$ cat src/core/fault_debug_pkg.sv
/*
  Constants for the fault status, flag and debug block.
  Assumes a 125 MHz core clock and a synchronous active-high reset.
*/
package fault_debug_pkg;
  // ----------------------------------------
  // Flag operation classes
  // ----------------------------------------
  typedef enum logic [2:0] {
    OP_LOGIC = 3'h0,
    OP_DIV = 3'h1,
    OP_MUL = 3'h2,
    OP_DEC_ADD = 3'h3,
    OP_NONE = 3'h4
  } flag_op_t;
  localparam int FLAG_C = 0;
  localparam int FLAG_V = 1;
  localparam int FLAG_Z = 2;
  localparam int FLAG_N = 3;
  localparam int FLAG_X = 4;
  // ----------------------------------------
  // Fault status word layout
  // ----------------------------------------
  localparam int FSW_TRACE = 12;
  localparam int FSW_B1 = 11;
  localparam int FSW_B0 = 10;
  localparam int FSW_REL = 9;
  localparam int FSW_ATOMIC = 8;
  localparam int FSW_FETCH = 7;
  localparam int FSW_DIR = 6;
  localparam int FSW_LONG = 5;
  localparam int FSW_SIZE_LO = 3;
  localparam int FSW_SPACE_CODE_FIELD_LO = 0;
  // ----------------------------------------
  // Bus cycle kinds of a faulted access
  // ----------------------------------------
  typedef enum logic [2:0] {
    CYC_PREFETCH = 3'h0,
    CYC_OP_READ = 3'h1,
    CYC_OP_WRITE = 3'h2,
    CYC_ATOMIC = 3'h3,
    CYC_PMOVE = 3'h4,
    CYC_LAST_MOVE_WR = 3'h5
  } cycle_kind_t;
  // ----------------------------------------
  // System register selects
  // ----------------------------------------
  localparam logic [3:0] SEL_RET = 4'h0;
  localparam logic [3:0] SEL_CUR = 4'h1;
  localparam logic [3:0] SEL_SCRATCH = 4'h8;
  localparam logic [3:0] SEL_FAULT = 4'h9;
  localparam logic [3:0] SEL_VBASE = 4'hA;
  localparam logic [3:0] SEL_PSW = 4'hB;
  localparam logic [3:0] SEL_USP = 4'hC;
  localparam logic [3:0] SEL_SSP = 4'hD;
  localparam logic [3:0] SEL_SRC = 4'hE;
  localparam logic [3:0] SEL_DST = 4'hF;
  localparam logic [11:0] WR_SYS_PATTERN = 12'h248;
  localparam logic [11:0] RD_SYS_PATTERN = 12'h249;
  // ----------------------------------------
  // Register bus map (word offsets x4)
  // ----------------------------------------
  localparam logic [5:0] ADDR_CTRL = 6'h00;
  localparam logic [5:0] ADDR_STATUS = 6'h04;
  localparam logic [5:0] ADDR_CMD = 6'h08;
  localparam logic [5:0] ADDR_OPERAND = 6'h0C;
  localparam logic [5:0] ADDR_RESULT = 6'h10;
  localparam logic [5:0] ADDR_FSW = 6'h14;
  localparam logic [31:0] BAD_READ = 32'h0000_0000;
  localparam int CTRL_RESUME = 0;
  localparam int ST_HALT = 0;
  localparam int ST_ENABLED = 1;
  localparam int ST_DONE = 2;
  localparam int ST_BADCMD = 3;
endpackage : fault_debug_pkg

$ cat src/core/core_fault_debug_status.sv
/*
  Flag computation, fault status word and stack image, debug halt
  entry and system register read/write commands, on one clock.
  Assumes the serial debug shifter outside delivers whole command and
  operand words over the Avalon-MM slave; debug request pins are async.
*/
// The placing of the registers and register access over Avalon-MM were left to the implementer.
`timescale 1ns/1ns
// Summary of operation
// - Logic ops: NZ from result, VC clear
// - Divide: NZ result, V overflow, C clear
// - Decimal add: C carry, Z sticky clear
// - Released fault word bit layout
// - Pending trace and breaks recorded
// - Stack next address, state, fault, data
// - Classify restartable versus released faults
// - Restartable fault aborts instruction immediately
// - Undo postincrement/predecrement address changes
// - Restartable fault word bit layout
// - Restartable word trace flag zero
// - Restartable word keeps break flags
// - Atomic flag and direction on atomics
// - Ignore flushed prefetch breaks, take operand
// - Five sources enter debug halt
// - Halt stops fetches, serial commands only
// - Debug enabled only if pin at reset
// - Register read returns zero-extended 32 bits
// - Register select code decode
// - Write command pattern and select field
// - Narrow registers take least significant word
// - Write returns command complete status
module core_fault_debug_status
  import fault_debug_pkg::*;
#(
  parameter int DATA_W = 32
) (
  input wire logic clk_i,
  input wire logic srst_i,
  input wire logic [2:0] flag_op_i,
  input wire logic [DATA_W-1:0] result_i,
  input wire logic overflow_i,
  input wire logic dec_carry_i,
  input wire logic [4:0] flags_in_i,
  output logic [4:0] flags_o,
  input wire logic bus_fault_i,
  input wire logic [2:0] cycle_kind_i,
  input wire logic cycle_write_i,
  input wire logic cycle_long_i,
  input wire logic [1:0] cycle_size_i,
  input wire logic [2:0] cycle_space_i,
  input wire logic trace_pend_i,
  input wire logic [1:0] break_pend_i,
  input wire logic [DATA_W-1:0] next_pc_i,
  input wire logic [DATA_W-1:0] fault_addr_i,
  input wire logic [DATA_W-1:0] wr_data_i,
  input wire logic [DATA_W-1:0] addr_delta_i,
  input wire logic [2:0] ea_reg_i,
  output logic [15:0] fault_status_word_o,
  output logic released_fault_o,
  output logic abort_o,
  output logic restore_o,
  output logic [2:0] restore_reg_o,
  output logic [DATA_W-1:0] restore_delta_o,
  output logic [DATA_W-1:0] stack_pc_o,
  output logic [15:0] stack_psw_o,
  output logic [DATA_W-1:0] stack_addr_o,
  output logic [DATA_W-1:0] stack_data_o,
  input wire logic break_request_pin_i,
  input wire logic periph_break_i,
  input wire logic debug_entry_opcode_i,
  input wire logic catastrophic_i,
  input wire logic break_prefetch_i,
  input wire logic break_flushed_i,
  input wire logic break_operand_i,
  output logic break_ack_o,
  output logic break_exc_o,
  output logic debug_halt_state_o,
  output logic fetch_enable_o,
  input wire logic [5:0] avs_address,
  input wire logic avs_read,
  input wire logic avs_write,
  input wire logic [31:0] avs_writedata,
  output logic [31:0] avs_readdata,
  output logic avs_waitrequest
);
  // ----------------------------------------
  // Pin synchronisers
  // ----------------------------------------
  logic break_request_pin_s1, break_request_pin_s2, pbrk_s1, pbrk_s2;
  always_ff @(posedge clk_i) begin
    break_request_pin_s1 <= break_request_pin_i;
    break_request_pin_s2 <= break_request_pin_s1;
    pbrk_s1 <= periph_break_i;
    pbrk_s2 <= pbrk_s1;
  end

  // ----------------------------------------
  // Condition flags
  // ----------------------------------------
  logic res_zero, res_neg;
  logic [4:0] next_flags;
  assign res_zero = (result_i == '0);
  assign res_neg = result_i[DATA_W-1];
  always_comb begin
    next_flags = flags_in_i;
    unique case (flag_op_t'(flag_op_i))
      OP_LOGIC: begin
        next_flags[FLAG_N] = res_neg;
        next_flags[FLAG_Z] = res_zero;
        next_flags[FLAG_V] = 1'b0;
        next_flags[FLAG_C] = 1'b0;
      end
      OP_DIV, OP_MUL: begin
        next_flags[FLAG_N] = res_neg;
        next_flags[FLAG_Z] = res_zero;
        next_flags[FLAG_V] = overflow_i;
        next_flags[FLAG_C] = 1'b0;
      end
      OP_DEC_ADD: begin
        // N and V undefined; left as they were
        next_flags[FLAG_C] = dec_carry_i;
        next_flags[FLAG_X] = dec_carry_i;
        next_flags[FLAG_Z] = flags_in_i[FLAG_Z] & res_zero;
      end
      default: next_flags = flags_in_i;
    endcase
  end
  always_ff @(posedge clk_i) begin
    if (srst_i) flags_o <= 5'h0_0;
    else flags_o <= next_flags;
  end
  a_logic_flags: assert property (@(posedge clk_i) disable iff (srst_i)
    flag_op_i == OP_LOGIC |=> flags_o[FLAG_V:FLAG_C] == 2'h0 && flags_o[FLAG_X] == $past(flags_in_i[FLAG_X]))
    else $error("logic op flags wrong");
  a_div_flags: assert property (@(posedge clk_i) disable iff (srst_i)
    flag_op_i == OP_DIV |=> flags_o[FLAG_C] == 1'b0 && flags_o[FLAG_V] == $past(overflow_i))
    else $error("divide flags wrong");
  a_dec_zero: assert property (@(posedge clk_i) disable iff (srst_i)
    flag_op_i == OP_DEC_ADD && !res_zero |=> !flags_o[FLAG_Z])
    else $error("decimal zero not cleared");

  // ----------------------------------------
  // Fault classification and status word
  // ----------------------------------------
  logic is_released, is_atomic;
  logic [15:0] rel_word, rst_word;
  // Plain operand writes are released; the final write of a move is too
  assign is_released = (cycle_kind_i == CYC_LAST_MOVE_WR) || (cycle_kind_i == CYC_OP_WRITE);
  assign is_atomic = (cycle_kind_i == CYC_ATOMIC);
  assign rel_word = {3'h0, trace_pend_i, break_pend_i, 1'b1, 3'h0, cycle_long_i,
                     cycle_size_i, cycle_space_i};
  assign rst_word = {4'h0, break_pend_i, 1'b0, is_atomic, cycle_kind_i == CYC_PREFETCH,
                     cycle_write_i, cycle_long_i, cycle_size_i, cycle_space_i};
  always_ff @(posedge clk_i) begin
    if (srst_i) begin
      fault_status_word_o <= 16'h0000;
      released_fault_o <= 1'b0;
      stack_pc_o <= '0;
      stack_addr_o <= '0;
      stack_data_o <= '0;
      stack_psw_o <= 16'h0000;
    end else if (bus_fault_i) begin
      fault_status_word_o <= is_released ? rel_word : rst_word;
      released_fault_o <= is_released;
      stack_pc_o <= next_pc_i;
      stack_psw_o <= {11'h000, flags_o};
      stack_addr_o <= fault_addr_i;
      stack_data_o <= wr_data_i;
    end
  end
  // Abort and register restore are combinational so the sequencer stops now
  assign abort_o = bus_fault_i && !is_released;
  assign restore_o = abort_o;
  assign restore_reg_o = ea_reg_i;
  assign restore_delta_o = addr_delta_i;
  a_rel_word: assert property (@(posedge clk_i) disable iff (srst_i)
    bus_fault_i && is_released |=> fault_status_word_o[FSW_REL] && fault_status_word_o[15:13] == 3'h0
      && fault_status_word_o[FSW_TRACE] == $past(trace_pend_i))
    else $error("released word wrong");
  a_rst_word: assert property (@(posedge clk_i) disable iff (srst_i)
    bus_fault_i && !is_released |=> !fault_status_word_o[FSW_TRACE] && !fault_status_word_o[FSW_REL]
      && fault_status_word_o[FSW_B1:FSW_B0] == $past(break_pend_i))
    else $error("restartable word wrong");
  a_atomic_flag: assert property (@(posedge clk_i) disable iff (srst_i)
    bus_fault_i && is_atomic |=> fault_status_word_o[FSW_ATOMIC]
      && fault_status_word_o[FSW_DIR] == $past(cycle_write_i))
    else $error("atomic flag wrong");

  // ----------------------------------------
  // Debug enable capture and halt entry
  // ----------------------------------------
  logic dbg_enabled, in_reset_d, resume_req, halt_req;
  always_ff @(posedge clk_i) begin
    in_reset_d <= srst_i;
    // Sampled while reset is held; latched at release
    if (srst_i) dbg_enabled <= break_request_pin_s2;
  end
  assign break_ack_o = break_operand_i || (break_prefetch_i && !break_flushed_i);
  assign break_exc_o = break_ack_o && !dbg_enabled;
  assign halt_req = dbg_enabled && (break_request_pin_s2 || pbrk_s2 || debug_entry_opcode_i
                    || catastrophic_i || break_ack_o);
  always_ff @(posedge clk_i) begin
    if (srst_i) debug_halt_state_o <= 1'b0;
    else if (halt_req) debug_halt_state_o <= 1'b1;
    else if (resume_req) debug_halt_state_o <= 1'b0;
  end
  assign fetch_enable_o = !debug_halt_state_o && !in_reset_d;
  a_halt_nofetch: assert property (@(posedge clk_i) disable iff (srst_i)
    debug_halt_state_o |-> !fetch_enable_o)
    else $error("fetch during halt");
  a_no_enable: assert property (@(posedge clk_i) disable iff (srst_i)
    !dbg_enabled && !debug_halt_state_o |=> !debug_halt_state_o)
    else $error("halt without enable");

  // ----------------------------------------
  // System registers
  // ----------------------------------------
  logic [DATA_W-1:0] sr_ret, sr_cur, sr_scratch, sr_fault, sr_vbase, sr_usp, sr_ssp;
  logic [15:0] sr_psw;
  logic [2:0] sr_src, sr_dst;
  logic [31:0] operand, result, cmd;
  logic cmd_done, cmd_bad;
  logic [3:0] sel;
  logic is_wr_cmd, is_rd_cmd, do_cmd;
  logic [31:0] rd_mux;
  assign sel = cmd[3:0];
  assign is_wr_cmd = cmd[15:4] == WR_SYS_PATTERN;
  assign is_rd_cmd = cmd[15:4] == RD_SYS_PATTERN;
  // Commands only act while halted; the serial side is the only path in
  assign do_cmd = avs_write && avs_address == ADDR_CMD && debug_halt_state_o;
  always_comb begin
    unique case (sel)
      SEL_RET: rd_mux = sr_ret;
      SEL_CUR: rd_mux = sr_cur;
      SEL_SCRATCH: rd_mux = sr_scratch;
      SEL_FAULT: rd_mux = sr_fault;
      SEL_VBASE: rd_mux = sr_vbase;
      SEL_PSW: rd_mux = {16'h0000, sr_psw};
      SEL_USP: rd_mux = sr_usp;
      SEL_SSP: rd_mux = sr_ssp;
      SEL_SRC: rd_mux = {29'h0000_0000, sr_src};
      SEL_DST: rd_mux = {29'h0000_0000, sr_dst};
      default: rd_mux = 32'h0000_0000;
    endcase
  end
  always_ff @(posedge clk_i) begin
    if (srst_i) begin
      {sr_ret, sr_cur, sr_scratch, sr_fault, sr_vbase, sr_usp, sr_ssp} <= '0;
      sr_psw <= 16'h0000;
      sr_src <= 3'h0;
      sr_dst <= 3'h0;
      cmd <= 32'h0000_0000;
      operand <= 32'h0000_0000;
      result <= 32'h0000_0000;
      cmd_done <= 1'b0;
      cmd_bad <= 1'b0;
    end else begin
      if (avs_write && avs_address == ADDR_OPERAND) operand <= avs_writedata;
      if (bus_fault_i) sr_fault <= fault_addr_i;
      if (do_cmd) begin
        cmd <= avs_writedata;
      end
      if (do_cmd && avs_writedata[15:4] == WR_SYS_PATTERN) begin
        unique case (avs_writedata[3:0])
          SEL_RET: sr_ret <= operand;
          SEL_CUR: sr_cur <= operand;
          SEL_SCRATCH: sr_scratch <= operand;
          SEL_FAULT: sr_fault <= operand;
          SEL_VBASE: sr_vbase <= operand;
          SEL_PSW: sr_psw <= operand[15:0];
          SEL_USP: sr_usp <= operand;
          SEL_SSP: sr_ssp <= operand;
          SEL_SRC: sr_src <= operand[2:0];
          SEL_DST: sr_dst <= operand[2:0];
          default: sr_scratch <= sr_scratch;
        endcase
        cmd_done <= 1'b1;
        cmd_bad <= 1'b0;
      end else if (do_cmd && avs_writedata[15:4] == RD_SYS_PATTERN) begin
        cmd_done <= 1'b1;
        cmd_bad <= 1'b0;
      end else if (do_cmd) begin
        cmd_done <= 1'b0;
        cmd_bad <= 1'b1;
      end else if (avs_read && avs_address == ADDR_STATUS) begin
        cmd_done <= 1'b0;
      end
      if (is_rd_cmd) result <= rd_mux;
    end
  end
  a_wr_complete: assert property (@(posedge clk_i) disable iff (srst_i)
    do_cmd && avs_writedata[15:4] == WR_SYS_PATTERN |=> cmd_done && !cmd_bad)
    else $error("write not completed");
  a_psw_narrow: assert property (@(posedge clk_i) disable iff (srst_i)
    do_cmd && avs_writedata == {16'h0000, WR_SYS_PATTERN, SEL_PSW} |=> sr_psw == $past(operand[15:0]))
    else $error("narrow write wrong");
  assign resume_req = avs_write && avs_address == ADDR_CTRL && avs_writedata[CTRL_RESUME];

  // ----------------------------------------
  // Avalon-MM slave, zero wait states on writes, one on reads
  // ----------------------------------------
  logic [31:0] next_readdata;
  always_comb begin
    unique case (avs_address)
      ADDR_CTRL: next_readdata = 32'h0000_0000;
      ADDR_STATUS: next_readdata = {28'h000_0000, cmd_bad, cmd_done, dbg_enabled, debug_halt_state_o};
      ADDR_CMD: next_readdata = cmd;
      ADDR_OPERAND: next_readdata = operand;
      ADDR_RESULT: next_readdata = result;
      ADDR_FSW: next_readdata = {16'h0000, fault_status_word_o};
      default: next_readdata = BAD_READ;
    endcase
  end
  // Readdata registered; waitrequest holds the first cycle of each read
  logic rd_phase;
  always_ff @(posedge clk_i) begin
    if (srst_i) begin
      rd_phase <= 1'b0;
      avs_readdata <= 32'h0000_0000;
    end else begin
      rd_phase <= avs_read && !rd_phase;
      avs_readdata <= next_readdata;
    end
  end
  assign avs_waitrequest = avs_read && !rd_phase;
endmodule : core_fault_debug_status

$ cat config.mk
export PLATFORM = sky130hd
export DESIGN_NAME = core_fault_debug_status
export DESIGN_NICKNAME = d
export VERILOG_FILES = /design/src/core/fault_debug_pkg.sv /design/src/core/core_fault_debug_status.sv
export SDC_FILE = /design/constraint.sdc
export NUM_CORES = 1
export LEC_CHECK = 0
export BUFFER_PORTS_ARGS = -buffer_cell sky130_fd_sc_hd__buf_2
export CORE_MARGIN = 10
export CORE_UTILIZATION = 55
export DETAILED_ROUTE_END_ITERATION = 12
export PLACE_DENSITY = 0.87
export SYNTH_ARGS = -nofsm -noshare
export SYNTH_HDL_FRONTEND = slang
export SYNTH_SLANG_ARGS = --single-unit
$ cat constraint.sdc
create_clock -name clk_i -period 2.7 [get_ports clk_i]
set_input_delay 0.54 -clock clk_i [delete_from_list [all_inputs] [get_ports clk_i]]
set_output_delay 0.54 -clock clk_i [all_outputs]
set_load 0.03 [all_outputs]
==> metrics.md, run 1 <==
| Metric | Value |
|---|---|
| Status | `completed` |
| Peak supply drop | `around 0.54 mV` |
| Clock tree buffer depth | `3` |
| Residual DRC | `0` |
| Critical path arrival | `3.07 ns` |
| Initial Util | `0.5581` |
| First drt pass iteration count | `7` |
| Placed Area | `23160 um2` |
| Slew Limit Headroom | `0.3667` |
| Die span in y | `215.5 um` |
| Critical Path Sink Type | `register` |
| R2r endpoint | `result[0]` |
| Ports | `444` |
| # rows | `71` |
| Initial antenna violation count | `8` |
| Largest net degree at the start of global routing | `188` |
| Gate count after technology mapping | `2364` |
| Register Area | `10080 um2` |
| Area of the multi-input gates | `~9600 um2` |
| Routed WL per cell | `22.91 um` |
| Worst-Skew Late Latency | `0.60 ns` |
| Vias per cell | `5.946` |
| WP data required | `around 3.2 ns` |
| H-tree depth | `2` |
| CP Capture Point | `result[0]` |
| Post-synthesis sequential area ratio | `0.4795` |
| Worst-Margin Slew | `0.9465 ns` |
| GP Congestion | `0.9101` |
| DP Worst Slack | `0.1269 ns` |
| Final Cell Area | `24780 um2` |
| # clock sinks | `approximately 500` |
| Crit path time final | `2.589 ns` |
| Worst-path maximum fanout | `20` |
| Crit path max-delay cell type | `nor2_1` |
| Crit-path cells | `nor2_1 -> nand2_1 -> o22ai_1 -> a221oi_1 -> a221oi_1` |
| Register bit total from synthesis | `503` |
| Post-Syn Area | `between 20000 and 25000 um2` |
| Fraction of layout cells with a size suffix above 1 | `0.2077` |
| Hold WC Path Type | `in2reg` |
| Chip Width | `roughly 220 um` |
| Cts bufs inserted | `50` |
| Leakage | `11.50 nW` |
| Die area | `about 46000 um2` |
| Max cap viols | `0` |
| Reg clk slew, reported paths | `~0.06 ns` |
| CP most frequent cell | `a221oi_1` |
| Synth Flop Type | `dfxtp_1` |
| Total GRT Usage | `0.2959` |
| First-pass GRT wire length | `109000 um` |
| Post-synth ARST share | `0` |
| Filler Cell Count | `~3000` |
| Critical Path Start | `cmd[2]` |
| CTS tree | `yes` |
| Post-layout net count | `2859` |
| Reg2reg start | `cmd[2]` |
| Worst-case reg-to-reg path depth | `5` |
| CP startpoint kind | `register` |
| Number of synthesized flops with an enable pin | `1` |
| Vias in the first global route | `around 19000` |
| Hpwl dp | `50920 um` |
| Fin crit share | `0.9590` |
| Root Driver | `clkbuf_16` |
| Final Skew | `around 0.017 ns` |
| Setup bufs post-CTS | `0` |
| PostCTS Resize Cnt | `0` |
| Setup CP Type | `reg2reg` |
| Pins Over Slew Limit | `0` |
| Reg2reg setup slack | `0.11 ns` |
| Ys Warns | `0` |
| Starting DRT DRC Count | `2128` |
| PD cells | `about 630 nW/um2` |
| Final WL | `72820 um` |
| Hold path startpoint | `periph_break_i` |
| Slowest stage delay, CP | `0.86 ns` |
| DR vias | `18900` |
| Routed Antenna Nets | `0` |
| RSZ-0062 raised after global routing | `no` |
| Post-synthesis area per instance | `8.892 um2` |
| Max Freq | `386.2 MHz` |
| Post-route setup slack | `0.1107 ns` |
| Grt ovf | `0` |
| Core area | `37670 um2` |
| Fin. Hold Viols | `0` |
| Final setup violation count | `0` |
| Final total negative setup slack | `0 ns` |
| Layout area overhead | `17.88%` |
| Cts hold-fix bufs | `0` |
| Port bufs | `roughly 360` |
| Yosys cell types | `63` |
==> area by class of cell <==
type	instances	area share
Sequential cell	503	0.4068
Clock inverter	21	0.007321
Inverter	41	0.006211
Tap cell	511	0.02580
Antenna cell	5	0.0005049
Multi-Input combinational cell	1580	0.3888
Timing Repair Buffer	447	0.1069
Clock buffer	70	0.05761
==> critical path: cells and delay by family (launching register included) <==
family,cells,cell delay (ns)
AOI/OAI and AO/OA,3,0.64
DFF,1,0.59
and+or+nand+nor,2,1.24
==> kinds of logic after synthesis <==
kind of cell,synth area share
DFF,0.4795
and+or+nand+nor,0.1605
buffers and inverters,0.06648
muxes,0.1794
AOI/OAI and AO/OA,0.1136
xor gates and xnor gates,0.0004167
other,0.0001784
==> per-stage QoR <==
step	utilization	power (mW)	hold slack [ns]	cells
after floorplan	-	8.543	0.3096	2377
after global placement	0.6148	8.849	0.3125	3082
after detailed placement	0.6148	8.876	0.3153	3082
after CTS	0.6576	15.64	0.03084	3173
after global routing	0.6579	16.03	0.05126	3178
final	0.6579	15.59	0.05437	3178
==> cells in the final DEF (no fill, tap or decap), types with 11 or more instances in the layout <==
| cell | n |
|---|---|
| conb_1 | 14 |
| clkinv_2 | 13 |
| dfxtp_1 | 501 |
| mux2_2 | 12 |
| o21ai_0 | 72 |
| buf_4 | 74 |
| a22oi_1 | 37 |
| nand3_1 | 12 |
| buf_2 | 357 |
| clkbuf_1 | 11 |
| mux2i_1 | 361 |
| a221oi_1 | 20 |
| nand2b_1 | 36 |
| nand2_1 | 288 |
| nor2_1 | 387 |
| buf_12 | 14 |
| a21oi_1 | 177 |
| inv_1 | 40 |
| nor2b_1 | 13 |
| o22ai_1 | 18 |
| a22o_1 | 14 |
| clkbuf_16 | 51 |
==> routing by layer <==
metal  share of wire  track usage  vias up
met4           0.064       0.1828        0
met1            0.37       0.3439     8869
met3            0.10      0.07510      315
met5               0            0        -
met2            0.47       0.4826     1200
li1                -            -     8512
==> how the worst min path moves through the flow <==
stage	slack, ns	endpoint	cells past startpoint
after floorplan	0.31	break_request_pin_s2	0
after global placement	0.31	break_request_pin_s2	0
after detailed placement	0.32	pbrk_s2	0
after CTS	0.03	pbrk_s1	1
after global routing	0.05	pbrk_s1	1
final	0.05	pbrk_s1	1
==> cells in the mapped netlist (all sizes together), types with 4 or more instances <==
master | count | area share
dfxtp | 502 | 0.48
nor2 | 387 | 0.069
mux2i | 361 | 0.17
nand2 | 288 | 0.051
a21oi | 177 | 0.042
clkbuf | 152 | 0.027
buf | 101 | 0.032
o21ai | 72 | 0.017
inv | 40 | 0.0071
a22oi | 37 | 0.013
nand2b | 36 | 0.011
a221oi | 20 | 0.0083
o22ai | 18 | 0.0054
a22o | 14 | 0.0058
nand3 | 13 | 0.0031
nor2b | 13 | 0.0039
mux2 | 12 | 0.0064
nor4 | 11 | 0.0046
nor3 | 10 | 0.0024
a32oi | 9 | 0.0037
o221ai | 9 | 0.0037
a31oi | 7 | 0.0021
nand4 | 7 | 0.0021
or4 | 7 | 0.0029
a32o | 6 | 0.0029
and2 | 4 | 0.0012
and3 | 4 | 0.0012
==> where the power goes <==
part	internal [mW]	total (mW)	switching [mW]
Clock	3.89	6.87	2.98
Combinational	0.355	1.08	0.724
Sequential	7.56	7.65	0.0880
(Power assumes the default switching activity.)
==> inputs of run 2 (changes only) <==
- PLACE_DENSITY: 0.87 -> default
- PLACE_DENSITY_LB_ADDON: default -> 0.15
- SETUP_SLACK_MARGIN: default -> 0.5
- SLEW_MARGIN: default -> 20
==> run 2 against run 1 <==
Via count is 2.5% lower. Register-to-register slack better by 0.41 ns. Wire length is 0.74% lower. Maximum frequency is 19% higher. Critical path type unchanged. Largest cell class unchanged.
==> metrics.md, run 2 (synthesized netlist as in run 1, its figures left out) <==
| Metric | Value |
|---|---|
| Status | `completed` |
| Total GRT Usage | `0.2947` |
| Share of total power in combinational logic | `0.068` |
| Hold WC Path Type | `in2reg` |
| Max cap viols | `0` |
| Slowest stage delay, CP | `0.63 ns` |
| Worst path buffer plus inverter count | `2` |
| Layout area overhead | `19.28%` |
| Filler Cell Count | `3206` |
| Critical path arrival | `2.64 ns` |
| # clock sinks | `503` |
| Placed cell count | `3079` |
| Post-layout net count | `approximately 2900` |
| Root Driver | `clkbuf_16` |
| Die span in y | `215.5 um` |
| Grt ovf | `0` |
| Final setup violation count | `0` |
| CTS tree | `yes` |
| Reg clk slew, reported paths | `0.07 ns` |
| Worst-Skew Late Latency | `0.60 ns` |
| # rows | `71` |
| Max Freq | `458.0 MHz` |
| DR vias | `18420` |
| RSZ-0062 raised after global routing | `yes` |
| Initial Util | `0.5581` |
| Setup CP Type | `reg2reg` |
| Vias in the first global route | `18170` |
| CP startpoint kind | `register` |
| Clock tree buffer depth | `3` |
| Final total negative setup slack | `0 ns` |
| Ports | `444` |
| Cts hold-fix bufs | `0` |
| Residual DRC | `0` |
| DP Worst Slack | `about 0.062 ns` |
| Slew Limit Headroom | `0.2857` |
| Starting DRT DRC Count | `1746` |
| Worst-Margin Slew | `between 1 and 1.5 ns` |
| Final Non-Filler Cells | `about 3200` |
| Core area | `37670 um2` |
| Most common cell after layout, fill and taps aside | `dfxtp_1` |
| Chip Width | `215.5 um` |
| Most frequent cells in the layout | `dfxtp_1, nor2_1, mux2i_1` |
| PD cells | `641.6 nW/um2` |
| Routed Antenna Nets | `0` |
| Area of the multi-input gates | `9659 um2` |
| Worst-path maximum fanout | `7` |
| Cts bufs inserted | `51` |
| Routed WL per cell | `22.77 um` |
| Sw frac | `0.2366` |
| Peak supply drop | `0.5575 mV` |
| Final WL | `~72000 um` |
| Register Area | `roughly 10000 um2` |
| Leakage | `11.59 nW` |
| Initial antenna violation count | `7` |
| WP data required | `3.16 ns` |
| Final Skew | `0.01511 ns` |
| Critical Path Sink Type | `register` |
| Sw Pwr | `3.806 mW` |
| Fin. Hold Viols | `0` |
| Crit path time final | `between 2 and 2.5 ns` |
| First-pass GRT wire length | `~110000 um` |
| Pins Over Slew Limit | `0` |
| Int Pwr | `12.28 mW` |
| Sequential share of power | `0.475` |
| Clock Power Share | `0.457` |
| GP Congestion | `0.8982` |
| Hpwl dp | `51240 um` |
| Post-route setup slack | `0.5165 ns` |
| Crit path max-delay cell type | `or4_4` |
| Fraction of layout cells with a size suffix above 1 | `0.2130` |
| Port bufs | `359` |
| CP top delay family | `simple AND/OR/NAND/NOR gates` |
| Fin crit share | `0.8087` |
| H-tree depth | `2` |
| Crit-path cells | `and4b_1 -> nand4_1 -> buf_4 -> or4_4 -> buf_12 -> mux2i_2 -> nor2_1` |
| Vias per cell | `5.803` |
| Largest net degree at the start of global routing | `153` |
| Die area | `46440 um2` |
| First drt pass iteration count | `6` |
-- run 2: cell count changes in the layout (fill, tap and decap cells not counted), moves of 3 or more --
cell       before  now
buf_12         14   21
buf_4          74   63
bufinv_16       2    5
clkbuf_1       11    8
clkbuf_16      51   54
clkbuf_8        8   13
clkinv_2       13    9
dfxtp_1       501  498
dfxtp_4         0    3
diode_2         5    2
-- run 2: worst register-to-register path: stages (launching register included) --
cell,delay [ns]
dfxtp_4,0.36
and4b_1,0.27
nand4_1,0.16
buf_4,0.20
or4_4,0.63
buf_12,0.20
mux2i_2,0.19
nor2_1,0.06
-- run 2: what timing repair did --
item,in CTS,in global routing
pin swaps,2,4
resized for setup,3,11
setup endpoints to repair,87,52
buffers inserted,0,1
gates cloned,0,2
-- run 2: cell type report --
class                      instances  share of cell area
inverter                          41            0.006137
timing repair buffer             447              0.1108
clock buffer                      73             0.06023
antenna                            2           0.0001996
multi-input combinational       1580              0.3852
tap                              511             0.02550
sequential                       503              0.4025
clock inverter                    18            0.009431
-- run 2: stage by stage --
stage / cell area (um2) / hold WS [ns] / power (mW) / util
2_1_floorplan: 21080 / 0.3096 / 8.543 / -
3_3_place_gp: 23230 / 0.3105 / 8.873 / 0.6166
3_5_place_dp: 23230 / 0.3121 / 8.894 / 0.6166
4_1_cts: 24980 / 0.03363 / 16.15 / 0.6633
5_1_grt: 25080 / 0.03707 / 16.53 / 0.6657
6_report: 25080 / 0.05366 / 16.09 / 0.6657
-- run 2: path summary, 6_finish.rpt --
check | from | end | slack (ns) | cells after the start
setup / recovery | debug_halt_state_o | sr_cur[22] | 0.52 | 7
hold / removal | break_request_pin_i | break_request_pin_s1 | 0.05 | 1
setup reg to reg | debug_halt_state_o | sr_cur[22] | 0.52 | 7
hold reg to reg | break_request_pin_s1 | break_request_pin_s2 | 0.33 | 0
-- run 2: power groups by stage --
stage	logic, mW	clock network, mW	registers, mW
after floorplan	0.559	0	7.98
after global placement	1.07	0	7.80
after detailed placement	1.09	0	7.81
after CTS	1.09	7.42	7.65
after global routing	1.17	7.70	7.66
final	1.09	7.35	7.65
-- run 2: per-layer routing --
| metal | vias up | wire length [um] | global-route usage |
|---|---|---|---|
| met2 | 927 | 35090 | 0.4984 |
| met4 | 6 | 2604 | 0.1277 |
| met5 | - | 38 | 0 |
| li1 | 8499 | - | - |
| met3 | 162 | 6870 | 0.07483 |
| met1 | 8830 | 27680 | 0.3480 |
==> inputs of run 3 (changes only) <==
- ABC_AREA: default -> 1
- CORE_UTILIZATION: 55 -> 56
- clock period: 2.7 -> 2.3 ns (I/O delays scaled with it)
==> run 3 against run 2 <==
Combinational power rose by 44%. Critical endpoint is now result[10]. Synthesized cell count rose by 52%. Die area rose by 8.6%. Power rose by 17%.
==> metrics.md, run 3 <==
| Metric | Value |
|---|---|
| Fin. Hold Viols | `0` |
| PD cells | `677.5 nW/um2` |
| Post-synth top cells | `nand2_1, inv_1, nor2_1, dfxtp_1, o21ai_0` |
| First drt pass iteration count | `6` |
| Reg clk slew, reported paths | `0.07 ns` |
| Clock Power Share | `0.438` |
| Cts bufs inserted | `51` |
| Placed cell count | `4316` |
| Cell taking the most area after synthesis | `dfxtp_1` |
| Final setup violation count | `0` |
| Placed Area | `about 26000 um2` |
| Residual DRC | `0` |
| Critical path arrival | `2.29 ns` |
| Hold WC Path Type | `in2reg` |
| DR vias | `23910` |
| Yosys cell types | `31` |
| CTS tree | `yes` |
| Core area | `41110 um2` |
| Slew Limit Headroom | `0.5670` |
| Power Total | `between 15 and 20 mW` |
| H-tree depth | `2` |
| Die area | `50430 um2` |
| Synth top area share | `0.4289` |
| Routed Antenna Nets | `0` |
| Synth Flop Type | `dfxtp_1` |
| RSZ-0062 raised after global routing | `yes` |
| Fin crit share | `0.7695` |
| Vias in the first global route | `22030` |
| Final Non-Filler Cells | `4424` |
| CP startpoint kind | `register` |
| GP Congestion | `0.9010` |
| Worst-Margin Slew | `between 0.6 and 0.7 ns` |
| Post-synthesis sequential area ratio | `0.4301` |
| Chip Width | `224.6 um` |
| Routed WL per cell | `roughly 19 um` |
| Register bit total from synthesis | `503` |
| Pins Over Slew Limit | `0` |
| Ys Warns | `0` |
| Die span in y | `224.6 um` |
| Most frequent cells in the layout | `nand2_1, inv_1, nor2_1, dfxtp_1, buf_2` |
| Critical Path Sink Type | `register` |
| Starting DRT DRC Count | `~2600` |
| Ports | `444` |
| Largest net degree at the start of global routing | `122` |
| Worst-Skew Late Latency | `0.60 ns` |
| Hpwl dp | `56570 um` |
| Max cap viols | `0` |
| Final WL | `83780 um` |
| # clock sinks | `503` |
| Leakage | `roughly 13 nW` |
| Clock tree buffer depth | `3` |
| Worst-path maximum fanout | `11` |
| Post-synthesis area per instance | `6.508 um2` |
| Root Driver | `clkbuf_16` |
| Grt ovf | `0` |
| Number of synthesized flops with an enable pin | `1` |
| Sequential share of power | `0.478` |
| Worst hold slack | `between 0.08 and 0.09 ns` |
| Share of total power in combinational logic | `0.084` |
| Status | `completed` |
| Vias per cell | `5.406` |
| Crit path time final | `1.770 ns` |
| Top-count cell post-synth | `nand2_1` |
| Most common cell after layout, fill and taps aside | `nand2_1` |
| Post-layout net count | `slightly above 4000` |
| Final Cell Area | `approximately 28000 um2` |
| Synth area leaders | `dfxtp_1, nand2_1, inv_1` |
| Final total negative setup slack | `0 ns` |
| Gate count after technology mapping | `around 3600` |
| Post-Syn Area | `23430 um2` |
| Port bufs | `359` |
| WP data required | `2.82 ns` |
| Total GRT Usage | `0.3212` |
| Sw frac | `0.2508` |
| Fraction of layout cells with a size suffix above 1 | `0.1543` |
| Filler Cell Count | `3774` |
| Max Freq | `565.0 MHz` |
| Final Skew | `approximately 0.022 ns` |
| Initial antenna violation count | `11` |
| Peak supply drop | `0.6094 mV` |
| Int Pwr | `~14 mW` |
| Initial Util | `0.5700` |
| Layout area overhead | `18.35%` |
| Setup CP Type | `reg2reg` |
| # rows | `74` |
| First-pass GRT wire length | `128200 um` |
| Sw Pwr | `about 4.7 mW` |
| Post-synth ARST share | `0` |
run 3: layout make-up:
cell class,instances,area (um2),area share
inverters,552,2087,0.07525
multi-input cells,2276,10150,0.3659
repair buffers,471,3123,0.1126
flip-flops and latches,503,10090,0.3639
diodes,4,10.01,0.0003609
clock buffers,72,1455,0.05247
well taps,532,665.6,0.02400
clock inverters,14,151.4,0.005459
run 3: metrics by stage:
| step | setup WS, ns | utilization |
|---|---|---|
| 2_1_floorplan | 0.5059 | - |
| 3_5_place_dp | 0.1001 | 0.6275 |
| 6_report | 0.5302 | 0.6746 |
| 4_1_cts | 0.4749 | 0.6707 |
| 3_3_place_gp | 0.1349 | 0.6275 |
| 5_1_grt | 0.4691 | 0.6744 |
run 3: worst paths after layout:
kind | startpoint | end | slack (ns) | depth (start not counted)
hold reg to reg | break_request_pin_s1 | break_request_pin_s2 | 0.33 | 0
setup / recovery | cmd[3] | result[10] | 0.53 | 9
setup reg to reg | cmd[3] | result[10] | 0.53 | 9
hold / removal | next_pc_i[22] | stack_pc_o[22] | 0.08 | 3
run 3: worst max-delay path: stages, from the launching register on:
cell,delay (ns)
dfxtp_4,0.38
inv_1,0.09
nor2_4,0.19
nand2_1,0.11
buf_4,0.22
o21ai_0,0.33
nor2_1,0.07
nand2_1,0.10
nand2_1,0.05
a21oi_1,0.14
run 3: power groups by stage:
stage | sequential, mW | combinational (mW) | clock, mW
4_1_cts | 8.98 | 1.55 | 8.26
3_5_place_dp | 9.17 | 1.54 | 0
3_3_place_gp | 9.17 | 1.53 | 0
2_1_floorplan | 9.43 | 0.783 | 0
6_report | 8.98 | 1.57 | 8.23
5_1_grt | 9.00 | 1.70 | 8.60
run 3: what timing repair did:
action	in CTS	in global routing
pin swaps	4	10
hold buffers	2	0
setup endpoints to repair	157	36
endpoints found under the hold margin	2	0
gates resized for setup	18	40
gates cloned	1	1
buffers inserted	7	7
run 3: cells by family (layout without fill, tap and decap cells):
logic type | count (synthesis) | in the layout | synth area share
DFF | 503 | 503 | 0.4301
AOI/OAI and AO/OA | 508 | 508 | 0.1128
and+or+nand+nor | 1754 | 1754 | 0.3121
other | 1 | 18 | 0.0001600
buffers and inverters | 835 | 1109 | 0.1448
run 3: routing by layer:
metal,up-vias,routed length (um),global-route usage
li1,11710,-,-
met1,10760,34010,0.4207
met2,1264,37310,0.4928
met3,163,10030,0.1018
met4,12,2368,0.1075
met5,-,63,0
